File: config.mk
export PLATFORM = sky130hd
export DESIGN_NAME = cic_core
export DESIGN_NICKNAME = d
export VERILOG_FILES = /design/src/cic_pkg.sv /design/src/cic_alu_if.sv /design/src/cic_alu.sv /design/src/cic_core.sv
export VERILOG_INCLUDE_DIRS = /design/src
export SDC_FILE = /design/constraint.sdc
export NUM_CORES = 1
export LEC_CHECK = 0
export BUFFER_PORTS_ARGS = -buffer_cell sky130_fd_sc_hd__buf_2
export CAP_MARGIN = 15
export CELL_PAD_IN_SITES_DETAIL_PLACEMENT = 1
export CELL_PAD_IN_SITES_GLOBAL_PLACEMENT = 1
export CORE_UTILIZATION = 51
export DETAILED_ROUTE_END_ITERATION = 8
export PLACE_DENSITY_LB_ADDON = 0.1
export RECOVER_POWER = 25
export SLEW_MARGIN = 25
export SYNTH_ARGS = -nofsm -noshare
export SYNTH_HDL_FRONTEND = slang
export SYNTH_SLANG_ARGS = --single-unit
File: constraint.sdc
create_clock -name clk_in -period 7.45 [get_ports clk_in]
set_input_delay 1.8625 -clock clk_in [delete_from_list [all_inputs] [get_ports clk_in]]
set_output_delay 1.8625 -clock clk_in [all_outputs]
set_load 0.02 [all_outputs]
File: src/cic_defines.svh
// Constants for the instruction class execution core
`ifndef CIC_DEFINES_SVH
`define CIC_DEFINES_SVH
// ==========================================
// Reset values, fixed address bytes and stack pointer step
`define CIC_RESET_PC 16'h0100
`define CIC_RESET_SP 8'hff
`define CIC_STACK_HI 8'h00
`define CIC_DIRECT_HI 8'h00
`define CIC_SP_STEP 8'h01
// ==========================================
// Opcode groups (upper nibble)
`define CIC_G_BRBIT 4'h0
`define CIC_G_BITOP 4'h1
`define CIC_G_REL 4'h2
`define CIC_G_RMWD 4'h3
`define CIC_G_RMWA 4'h4
`define CIC_G_RMWX 4'h5
`define CIC_G_CTL0 4'h8
`define CIC_G_CTL1 4'h9
`define CIC_G_IMM 4'ha
`define CIC_G_DIR 4'hb
`define CIC_G_EXT 4'hc
// ==========================================
// Whole opcodes
`define CIC_OP_MULTIPLY 8'h42
`define CIC_OP_RTS 8'h81
`define CIC_OP_STOP 8'h8e
`define CIC_OP_WAIT 8'h8f
`define CIC_OP_COPY_AX 8'h97
`define CIC_OP_CLC 8'h98
`define CIC_OP_SEC 8'h99
`define CIC_OP_CLI 8'h9a
`define CIC_OP_SEI 8'h9b
`define CIC_OP_COPY_XA 8'h9f
`define CIC_OP_PIN_HIGH 8'h2f
// ==========================================
// Read-modify-write functions (lower nibble)
`define CIC_RMW_NEG 4'h0
`define CIC_RMW_COM 4'h3
`define CIC_RMW_LSR 4'h4
`define CIC_RMW_ROTR 4'h6
`define CIC_RMW_ASR 4'h7
`define CIC_RMW_LSL 4'h8
`define CIC_RMW_ROTL 4'h9
`define CIC_RMW_DEC 4'ha
`define CIC_RMW_INC 4'hc
`define CIC_RMW_TEST 4'hd
`define CIC_RMW_CLR 4'hf
// ==========================================
// Register/memory functions (lower nibble)
`define CIC_RM_SUB 4'h0
`define CIC_RM_COMPARE 4'h1
`define CIC_RM_SBC 4'h2
`define CIC_RM_CPX 4'h3
`define CIC_RM_AND 4'h4
`define CIC_RM_BIT 4'h5
`define CIC_RM_LDA 4'h6
`define CIC_RM_STA 4'h7
`define CIC_RM_EOR 4'h8
`define CIC_RM_ADC 4'h9
`define CIC_RM_ORA 4'ha
`define CIC_RM_ADD 4'hb
`define CIC_RM_JUMP 4'hc
`define CIC_RM_CALL 4'hd
`define CIC_RM_LDX 4'he
`define CIC_RM_STX 4'hf
`endif

File: src/cic_pkg.sv
// Types shared by the instruction class execution core
`default_nettype none
package cic_pkg;
  typedef enum logic [3:0] {
    S_FETCH, S_OP, S_B1, S_B2, S_MEM, S_EXEC, S_PUSH, S_POP1, S_POP2, S_HALT
  } cic_state_t;
  typedef struct packed {
    logic h;
    logic i;
    logic n;
    logic z;
    logic c;
  } cic_ccr_t;
  typedef struct packed {
    cic_state_t st;
    logic [15:0] pc;
    logic [7:0] sp;
    logic [7:0] a;
    logic [7:0] x;
    logic [7:0] op;
    logic [7:0] b1;
    logic [7:0] b2;
    logic [7:0] m;
    cic_ccr_t condition_flags_reg;
    logic [15:0] addr;
    logic rd;
    logic wr;
    logic [7:0] wdata;
    logic osc_stop;
    logic clk_stop;
    logic irq_en;
    logic pin_s1;
    logic pin_s2;
  } cic_core_t;
endpackage
`default_nettype wire

File: src/cic_alu_if.sv
// Operand and result bundle between the core and its arithmetic unit
`timescale 1ns/1ps
`default_nettype none
interface cic_alu_if;
  logic rmw;
  logic [3:0] fn;
  logic [7:0] a;
  logic [7:0] m;
  logic cin;
  logic [7:0] res;
  logic cout;
  logic cupd;
  logic hout;
  logic hupd;
  modport alu (input rmw, fn, a, m, cin, output res, cout, cupd, hout, hupd);
  modport core (output rmw, fn, a, m, cin, input res, cout, cupd, hout, hupd);
endinterface
`default_nettype wire

File: src/cic_alu.sv
// Arithmetic unit for read-modify-write and register/memory operations
`timescale 1ns/1ps
`default_nettype none
`include "cic_defines.svh"
module cic_alu (
  cic_alu_if.alu p
);
  import cic_pkg::*;
  logic [8:0] sum;
  logic [4:0] hs;
  logic cx;
  // ==========================================
  // Function select
  always_comb begin
    sum = 9'h000;
    hs = 5'h00;
    cx = 1'b0;
    p.res = p.m;
    p.cout = p.cin;
    p.cupd = 1'b0;
    p.hout = 1'b0;
    p.hupd = 1'b0;
    if (p.rmw) begin
      p.cupd = 1'b1;
      case (p.fn)
        `CIC_RMW_NEG: begin
          p.res = 8'h00 - p.m;
          p.cout = (p.m != 8'h00);
        end
        `CIC_RMW_COM: begin
          p.res = ~p.m;
          p.cout = 1'b1;
        end
        `CIC_RMW_LSR: begin
          p.res = {1'b0, p.m[7:1]};
          p.cout = p.m[0];
        end
        `CIC_RMW_ROTR: begin
          p.res = {p.cin, p.m[7:1]};
          p.cout = p.m[0];
        end
        `CIC_RMW_ASR: begin
          p.res = {p.m[7], p.m[7:1]};
          p.cout = p.m[0];
        end
        `CIC_RMW_LSL: begin
          p.res = {p.m[6:0], 1'b0};
          p.cout = p.m[7];
        end
        `CIC_RMW_ROTL: begin
          p.res = {p.m[6:0], p.cin};
          p.cout = p.m[7];
        end
        `CIC_RMW_DEC: begin
          p.res = p.m - 8'h01;
          p.cupd = 1'b0;
        end
        `CIC_RMW_INC: begin
          p.res = p.m + 8'h01;
          p.cupd = 1'b0;
        end
        `CIC_RMW_CLR: begin
          p.res = 8'h00;
          p.cupd = 1'b0;
        end
        default: p.cupd = 1'b0;
      endcase
    end else begin
      case (p.fn)
        `CIC_RM_SUB, `CIC_RM_COMPARE, `CIC_RM_SBC, `CIC_RM_CPX: begin
          cx = p.cin & (p.fn == `CIC_RM_SBC);
          sum = {1'b0, p.a} - {1'b0, p.m} - {8'h00, cx};
          p.res = sum[7:0];
          p.cout = sum[8];
          p.cupd = 1'b1;
        end
        `CIC_RM_ADD, `CIC_RM_ADC: begin
          cx = p.cin & (p.fn == `CIC_RM_ADC);
          sum = {1'b0, p.a} + {1'b0, p.m} + {8'h00, cx};
          hs = {1'b0, p.a[3:0]} + {1'b0, p.m[3:0]} + {4'h0, cx};
          p.res = sum[7:0];
          p.cout = sum[8];
          p.cupd = 1'b1;
          p.hout = hs[4];
          p.hupd = 1'b1;
        end
        `CIC_RM_AND, `CIC_RM_BIT: p.res = p.a & p.m;
        `CIC_RM_EOR: p.res = p.a ^ p.m;
        `CIC_RM_ORA: p.res = p.a | p.m;
        `CIC_RM_STA, `CIC_RM_STX: p.res = p.a;
        default: p.res = p.m;
      endcase
    end
  end
endmodule
`default_nettype wire

File: src/cic_core.sv
// 8-bit core executing register/memory, read-modify-write, branch, bit and control classes
`timescale 1ns/1ps
`default_nettype none
`include "cic_defines.svh"
module cic_core (
  input wire logic clk_in,
  input wire logic arst_n_in,
  input wire logic irq_pin_n_in,
  input wire logic [7:0] mem_rdata_in,
  output logic [15:0] mem_addr_out,
  output logic mem_rd_out,
  output logic mem_wr_out,
  output logic [7:0] mem_wdata_out,
  output logic [15:0] pc_out,
  output logic [7:0] acc_out,
  output logic [7:0] idx_out,
  output var cic_pkg::cic_ccr_t ccr_out,
  output logic osc_stop_out,
  output logic cpu_clk_stop_out,
  output logic irq_pin_en_out
);
  import cic_pkg::*;
  cic_core_t r;
  cic_core_t r_nxt;
  cic_alu_if alu_bus();
  logic [3:0] hi;
  logic [3:0] lo;
  logic [15:0] ea;
  logic bit_t;
  logic bt_take;
  logic [15:0] bt_tgt;
  logic rel_take;
  logic [15:0] rel_tgt;
  logic [15:0] prod;
  logic [7:0] mask;
  logic ex;
  // ==========================================
  // Decode helpers
  function automatic logic [1:0] op_len(input logic [7:0] o);
    case (o[7:4])
      `CIC_G_BRBIT, `CIC_G_EXT: op_len = 2'h2;
      `CIC_G_BITOP, `CIC_G_REL, `CIC_G_RMWD, `CIC_G_IMM, `CIC_G_DIR: op_len = 2'h1;
      default: op_len = 2'h0;
    endcase
  endfunction
  function automatic logic needs_mem(input logic [7:0] o);
    case (o[7:4])
      `CIC_G_BRBIT, `CIC_G_BITOP, `CIC_G_RMWD: needs_mem = 1'b1;
      `CIC_G_DIR, `CIC_G_EXT: needs_mem = !(o[3:0] == `CIC_RM_STA || o[3:0] == `CIC_RM_STX
                                            || o[3:0] == `CIC_RM_JUMP || o[3:0] == `CIC_RM_CALL);
      default: needs_mem = 1'b0;
    endcase
  endfunction
  // Gaps in the function map behave as no-operation
  function automatic logic rmw_ok(input logic [3:0] f);
    case (f)
      4'h1, 4'h2, 4'h5, 4'hb, 4'he: rmw_ok = 1'b0;
      default: rmw_ok = 1'b1;
    endcase
  endfunction
  assign hi = r.op[7:4];
  assign lo = r.op[3:0];
  assign ex = (r.st == S_EXEC);
  assign ea = (hi == `CIC_G_EXT) ? {r.b1, r.b2} : {`CIC_DIRECT_HI, r.b1};
  assign mask = 8'h01 << r.op[3:1];
  assign bit_t = r.m[r.op[3:1]];
  assign bt_take = bit_t ^ r.op[0];
  assign bt_tgt = r.pc + {{8{r.b2[7]}}, r.b2};
  assign rel_tgt = r.pc + {{8{r.b1[7]}}, r.b1};
  assign prod = 16'(r.a) * 16'(r.x);
  // ==========================================
  // Branch conditions, odd opcode inverts
  always_comb begin
    rel_take = 1'b0;
    case (r.op[3:1])
      3'h0: rel_take = 1'b1;
      3'h1: rel_take = !(r.condition_flags_reg.c | r.condition_flags_reg.z);
      3'h2: rel_take = !r.condition_flags_reg.c;
      3'h3: rel_take = !r.condition_flags_reg.z;
      3'h4: rel_take = !r.condition_flags_reg.h;
      3'h5: rel_take = !r.condition_flags_reg.n;
      3'h6: rel_take = !r.condition_flags_reg.i;
      default: rel_take = !r.pin_s2;
    endcase
    rel_take = rel_take ^ r.op[0];
  end
  // ==========================================
  // Arithmetic operand steering
  always_comb begin
    alu_bus.rmw = (hi == `CIC_G_RMWD) || (hi == `CIC_G_RMWA) || (hi == `CIC_G_RMWX);
    alu_bus.fn = lo;
    alu_bus.cin = r.condition_flags_reg.c;
    alu_bus.a = (lo == `CIC_RM_CPX || lo == `CIC_RM_STX) ? r.x : r.a;
    case (hi)
      `CIC_G_RMWA: alu_bus.m = r.a;
      `CIC_G_RMWX: alu_bus.m = r.x;
      `CIC_G_IMM: alu_bus.m = r.b1;
      default: alu_bus.m = r.m;
    endcase
  end
  cic_alu u_alu (
    .p(alu_bus.alu)
  );
  // ==========================================
  // Sequencer
  always_comb begin
    r_nxt = r;
    r_nxt.rd = 1'b0;
    r_nxt.wr = 1'b0;
    // Pin is asynchronous, so two stages before use
    r_nxt.pin_s1 = irq_pin_n_in;
    r_nxt.pin_s2 = r.pin_s1;
    unique case (r.st)
      S_FETCH: begin
        r_nxt.rd = 1'b1;
        r_nxt.addr = r.pc;
        r_nxt.pc = r.pc + 16'h0001;
        r_nxt.st = S_OP;
      end
      S_OP: begin
        r_nxt.op = mem_rdata_in;
        r_nxt.st = S_EXEC;
        if (op_len(mem_rdata_in) != 2'h0) begin
          r_nxt.rd = 1'b1;
          r_nxt.addr = r.pc;
          r_nxt.pc = r.pc + 16'h0001;
          r_nxt.st = S_B1;
        end
      end
      S_B1: begin
        r_nxt.b1 = mem_rdata_in;
        r_nxt.st = S_EXEC;
        if (op_len(r.op) == 2'h2) begin
          r_nxt.rd = 1'b1;
          r_nxt.addr = r.pc;
          r_nxt.pc = r.pc + 16'h0001;
          r_nxt.st = S_B2;
        end else if (needs_mem(r.op)) begin
          r_nxt.rd = 1'b1;
          r_nxt.addr = {`CIC_DIRECT_HI, mem_rdata_in};
          r_nxt.st = S_MEM;
        end
      end
      S_B2: begin
        r_nxt.b2 = mem_rdata_in;
        r_nxt.st = S_EXEC;
        if (needs_mem(r.op)) begin
          r_nxt.rd = 1'b1;
          r_nxt.addr = (hi == `CIC_G_EXT) ? {r.b1, mem_rdata_in} : {`CIC_DIRECT_HI, r.b1};
          r_nxt.st = S_MEM;
        end
      end
      S_MEM: begin
        r_nxt.m = mem_rdata_in;
        r_nxt.st = S_EXEC;
      end
      S_EXEC: begin
        r_nxt.st = S_FETCH;
        case (hi)
          `CIC_G_BRBIT: begin
            r_nxt.condition_flags_reg.c = bit_t;
            if (bt_take) begin
              r_nxt.pc = bt_tgt;
            end
          end
          `CIC_G_BITOP: begin
            r_nxt.wr = 1'b1;
            r_nxt.addr = ea;
            r_nxt.wdata = r.op[0] ? (r.m & ~mask) : (r.m | mask);
          end
          `CIC_G_REL: begin
            if (rel_take) begin
              r_nxt.pc = rel_tgt;
            end
          end
          `CIC_G_RMWD, `CIC_G_RMWA, `CIC_G_RMWX: begin
            if (r.op == `CIC_OP_MULTIPLY) begin
              {r_nxt.x, r_nxt.a} = prod;
              r_nxt.condition_flags_reg.c = 1'b0;
              r_nxt.condition_flags_reg.h = 1'b0;
            end else if (rmw_ok(lo)) begin
              r_nxt.condition_flags_reg.n = alu_bus.res[7];
              r_nxt.condition_flags_reg.z = (alu_bus.res == 8'h00);
              if (alu_bus.cupd) begin
                r_nxt.condition_flags_reg.c = alu_bus.cout;
              end
              if (lo != `CIC_RMW_TEST) begin
                if (hi == `CIC_G_RMWD) begin
                  r_nxt.wr = 1'b1;
                  r_nxt.addr = ea;
                  r_nxt.wdata = alu_bus.res;
                end else if (hi == `CIC_G_RMWA) begin
                  r_nxt.a = alu_bus.res;
                end else begin
                  r_nxt.x = alu_bus.res;
                end
              end
            end
          end
          `CIC_G_CTL0, `CIC_G_CTL1: begin
            case (r.op)
              `CIC_OP_RTS: begin
                r_nxt.sp = r.sp + `CIC_SP_STEP;
                r_nxt.rd = 1'b1;
                r_nxt.addr = {`CIC_STACK_HI, r.sp + `CIC_SP_STEP};
                r_nxt.st = S_POP1;
              end
              `CIC_OP_STOP: begin
                r_nxt.osc_stop = 1'b1;
                r_nxt.irq_en = 1'b1;
                r_nxt.condition_flags_reg.i = 1'b0;
                r_nxt.st = S_HALT;
              end
              `CIC_OP_WAIT: begin
                r_nxt.clk_stop = 1'b1;
                r_nxt.condition_flags_reg.i = 1'b0;
                r_nxt.st = S_HALT;
              end
              `CIC_OP_COPY_AX: r_nxt.x = r.a;
              `CIC_OP_COPY_XA: r_nxt.a = r.x;
              `CIC_OP_CLC: r_nxt.condition_flags_reg.c = 1'b0;
              `CIC_OP_SEC: r_nxt.condition_flags_reg.c = 1'b1;
              `CIC_OP_CLI: r_nxt.condition_flags_reg.i = 1'b0;
              `CIC_OP_SEI: r_nxt.condition_flags_reg.i = 1'b1;
              default: r_nxt.st = S_FETCH;
            endcase
          end
          `CIC_G_IMM, `CIC_G_DIR, `CIC_G_EXT: begin
            // Immediate store or jump has no meaning; it acts as no-operation
            if (lo == `CIC_RM_JUMP) begin
              if (hi != `CIC_G_IMM) begin
                r_nxt.pc = ea;
              end
            end else if (lo == `CIC_RM_CALL) begin
              if (hi != `CIC_G_IMM) begin
                r_nxt.wr = 1'b1;
                r_nxt.addr = {`CIC_STACK_HI, r.sp};
                r_nxt.wdata = r.pc[7:0];
                r_nxt.sp = r.sp - `CIC_SP_STEP;
                r_nxt.st = S_PUSH;
              end
            end else if (!(hi == `CIC_G_IMM && (lo == `CIC_RM_STA || lo == `CIC_RM_STX))) begin
              r_nxt.condition_flags_reg.n = alu_bus.res[7];
              r_nxt.condition_flags_reg.z = (alu_bus.res == 8'h00);
              if (alu_bus.cupd) begin
                r_nxt.condition_flags_reg.c = alu_bus.cout;
              end
              if (alu_bus.hupd) begin
                r_nxt.condition_flags_reg.h = alu_bus.hout;
              end
              case (lo)
                `CIC_RM_COMPARE, `CIC_RM_CPX, `CIC_RM_BIT: r_nxt.st = S_FETCH;
                `CIC_RM_STA, `CIC_RM_STX: begin
                  r_nxt.wr = 1'b1;
                  r_nxt.addr = ea;
                  r_nxt.wdata = alu_bus.res;
                end
                `CIC_RM_LDX: r_nxt.x = alu_bus.res;
                default: r_nxt.a = alu_bus.res;
              endcase
            end
          end
          default: r_nxt.st = S_FETCH;
        endcase
      end
      S_PUSH: begin
        r_nxt.wr = 1'b1;
        r_nxt.addr = {`CIC_STACK_HI, r.sp};
        r_nxt.wdata = r.pc[15:8];
        r_nxt.sp = r.sp - `CIC_SP_STEP;
        r_nxt.pc = ea;
        r_nxt.st = S_FETCH;
      end
      S_POP1: begin
        r_nxt.pc[15:8] = mem_rdata_in;
        r_nxt.sp = r.sp + `CIC_SP_STEP;
        r_nxt.rd = 1'b1;
        r_nxt.addr = {`CIC_STACK_HI, r.sp + `CIC_SP_STEP};
        r_nxt.st = S_POP2;
      end
      S_POP2: begin
        r_nxt.pc[7:0] = mem_rdata_in;
        r_nxt.st = S_FETCH;
      end
      S_HALT: begin
        // Wake on a low pin level; no vectoring, execution resumes in line
        if (!r.pin_s2) begin
          r_nxt.osc_stop = 1'b0;
          r_nxt.clk_stop = 1'b0;
          r_nxt.st = S_FETCH;
        end
      end
    endcase
  end
  always_ff @(posedge clk_in or negedge arst_n_in) begin
    if (!arst_n_in) begin
      r <= '0;
      r.st <= S_FETCH;
      r.pc <= `CIC_RESET_PC;
      r.sp <= `CIC_RESET_SP;
      r.condition_flags_reg.i <= 1'b1;
      r.pin_s1 <= 1'b1;
      r.pin_s2 <= 1'b1;
    end else begin
      r <= r_nxt;
    end
  end
  assign mem_addr_out = r.addr;
  assign mem_rd_out = r.rd;
  assign mem_wr_out = r.wr;
  assign mem_wdata_out = r.wdata;
  assign pc_out = r.pc;
  assign acc_out = r.a;
  assign idx_out = r.x;
  assign ccr_out = r.condition_flags_reg;
  assign osc_stop_out = r.osc_stop;
  assign cpu_clk_stop_out = r.clk_stop;
  assign irq_pin_en_out = r.irq_en;
endmodule
`default_nettype wire

==> results.md <==
* Most common cell after layout, fill and taps aside: nand2_1
* Grt ovf at 0
* Final cell count without fillers at 2004
* Setup bufs post-CTS at 0
* Post_cts resized at 0
* Slew Viols, Final at 41
* TritonCTS clock tree: yes
* Sequential cell area fraction in the yosys report at 0.2081
* Hold Vio Cnt, Final at 0
* Dpl cells at 1988
* Drt pass-1 iters at 9
* Syn-to-layout area delta at 3.271%
* Count of clock tree sinks at 112
* Total Routing Usage GR at 0.3985
* Cell chain of the critical path: nand4bb_1 -> nand2_2 -> a2bb2oi_1 -> inv_1 -> fa_1 -> o21a_1 -> nor2_1 -> xor2_1 -> o22ai_1 -> a2111oi_0 -> a221o_1 -> nand2_1 -> or4_1 -> o31ai_1
* Synth unique cells at 102
* # IOs at 77
* Normalized max-slew margin at -0.4539
* CP Data Required Time at around 7700 ps
* Area leader, netlist: dfrtp_1
* Avg Inst Size Synth at 7.896 sq um
* IO Port Bufs at 76
* Initial DRC count at 1255
* Worst EP arrival at 5960 ps
* Fmax at 0.1762 GHz
* Setup CP Type: reg -> reg
* Final ANT Viol Nets at 0
* Vias at 13720
* Syn Std Cell Area at 13540 sq um
* Max-cap violations at 1
* Clk_lat worst skew at 370 ps
* # DRC at 1
* HPWL Detailed at 40470 um
* Routed WL per cell at 26.87 um
* Startpoint Class: register
* ANT cells at 0
* Number of global-route vias before repair at 13630
* Die span in x at roughly 160 um
* H-tree depth at 3
* Core Area at 26060 sq um
* Row Count at 59
* Final Routed Wirelength at 53840 um
* Worst slew pin tran at approximately 2200 ps
* CP max stage cell: dfrtp_1
* Gate Count Post-Synth at 1715
* Antenna violations before repair at 0
* RSZ-0062 raised after global routing: no
* CTS Hold Bufs at 0
* Post-synth top flop: dfrtp_1
* CTS buffer count at 9
* Gpl congestion at roughly 1.0
* Post-synth EDFFs at 0
* Share of layout cells above drive strength 1 at 0.1228
* Finish-stage setup viols at 0
* Die area at 27210 sq um
* Final #Nets at 1805
* WP buf/inv at 1
* Fillers at roughly 3200
* Largest cells by area after synthesis: dfrtp_1 18%, ha_1 8.2%, fa_1 6.1%
* Worst path top cell family by delay: compound AO/OA/AOI/OAI gates
* First-pass GRT wire length at 81430 um
* Worst hold path class: reg -> reg
* Die height at 165.0 um
* Tmin final at ~5700 ps
* Fraction of registers with async set or reset after synthesis at 1.000
* Largest net degree at the start of global routing at 74
* FF+latch count, synth at about 110
* Worst stage delay on the critical path at 680 ps
* Clk pin slew, worst setup/hold paths at 90 ps
* Clk root buf: clkbuf_16
* Violated checks: DRC, capacitance limit, slew limit
* Synth Warn # at 0
* Setup Skew at 16.27 ps
* TNS Setup at 0 ps
* Critical path endpoint category: register
* Longest Clk Path Bufs at 2
* Run status: finished with violations
* Initial Utilization at 0.5197
* Top-area cell type share of the netlist area at 0.1848
* Period Utilization, post-route at 0.7619
* Most frequent cells in the layout: 192 x nand2_1, 139 x nor2_1, 126 x a21oi_1
* Worst Path Max Fanout at 28
* Via density at roughly 7
* Mapped Nets at 1856
* Hold Slack at 351.7 ps
## flip-flops by register name, summed over array words and instances, names as in the netlist, 4 cells and up
register / count
r: 38
mem_addr_out: 16
pc_out: 16
acc_out: 8
idx_out: 8
mem_wdata_out: 8
alu_bus.fn: 4
ccr_out: 4
hi: 4
## cells in the mapped netlist (all sizes together), types with 24 or more instances
master / n
nand2: 193
nor3: 41
nand2b: 24
a221oi: 33
buf: 101
dfrtp: 100
nor2: 141
clkbuf: 62
mux2i: 27
ha: 89
nor2b: 28
o21ai: 113
a21oi: 130
mux2: 36
xnor2: 34
fa: 41
nand3: 36
and2: 39
inv: 93
## logic make-up (layout without fill, tap and decap cells)
family                     Yosys count  in the layout  share of synthesized area
xor gates and xnor gates            49             49                    0.03169
buffers and inverters              260            214                    0.09258
DFF                                112            112                     0.2081
and+or+nand+nor                    585            585                     0.2081
AOI/OAI and AO/OA                  514            514                     0.2626
adders and majority gates          130            130                     0.1428
muxes                               65             65                    0.05414
## worst reg2reg max path, stage by stage (launching register included)
cell and delay (ps):
dfrtp_1 680, nand4bb_1 660, nand2_2 390, a2bb2oi_1 630, inv_1 380, fa_1 520
o21a_1 190, nor2_1 150, xor2_1 180, o22ai_1 100, a2111oi_0 580, a221o_1 350
nand2_1 80, or4_1 520, o31ai_1 200
## routing by layer
metal	vias up	global-route usage	wire, um
met3	218	0.05927	3400
met1	6826	0.4805	21250
met5	-	0	0
met2	642	0.6675	25640
li1	6034	-	-
met4	0	0.2440	3553
## final timing paths
kind	startpoint	end	slack (ps)	cells after the start
worst max-delay path	hi[2]$_DFFE_PN0P_	ccr_out[1]$_DFFE_PN0P_	1770	14
worst min-delay path	r[1]$_DFF_PN1_	r[0]$_DFF_PN1_	350	0
worst max register to register	hi[2]$_DFFE_PN0P_	ccr_out[1]$_DFFE_PN0P_	1770	14
worst min register to register	r[1]$_DFF_PN1_	r[0]$_DFF_PN1_	350	0
max in group asynchronous	arst_n_in	acc_out[3]$_DFFE_PN0P_	3710	2
min in group asynchronous	arst_n_in	mem_addr_out[3]$_DFFE_PN0P_	2130	1
## stage by stage
step	setup slack, ps	util	area, sq um
2_1_floorplan	3040	-	13540
3_3_place_gp	1990	0.5246	13670
3_5_place_dp	1872	0.5252	13690
4_1_cts	1864	0.5367	13980
5_1_grt	1404	0.5367	13980
6_report	1774	0.5367	13980
## area by class of cell
| type | count | area [sq um] | share of cell area |
|---|---|---|---|
| clock buffers | 9 | 225.2 | 0.01610 |
| flip-flops and latches | 112 | 2818 | 0.2015 |
| repair buffers | 101 | 560.5 | 0.04008 |
| clock inverters | 7 | 72.57 | 0.005189 |
| multi-input cells | 1343 | 9525 | 0.6811 |
| inverters | 97 | 364.1 | 0.02604 |
| well taps | 335 | 419.2 | 0.02997 |
Power is left out: the tool's default activity adds up to more than one toggle a clock period on the data nets, which glitch-free logic cannot reach.
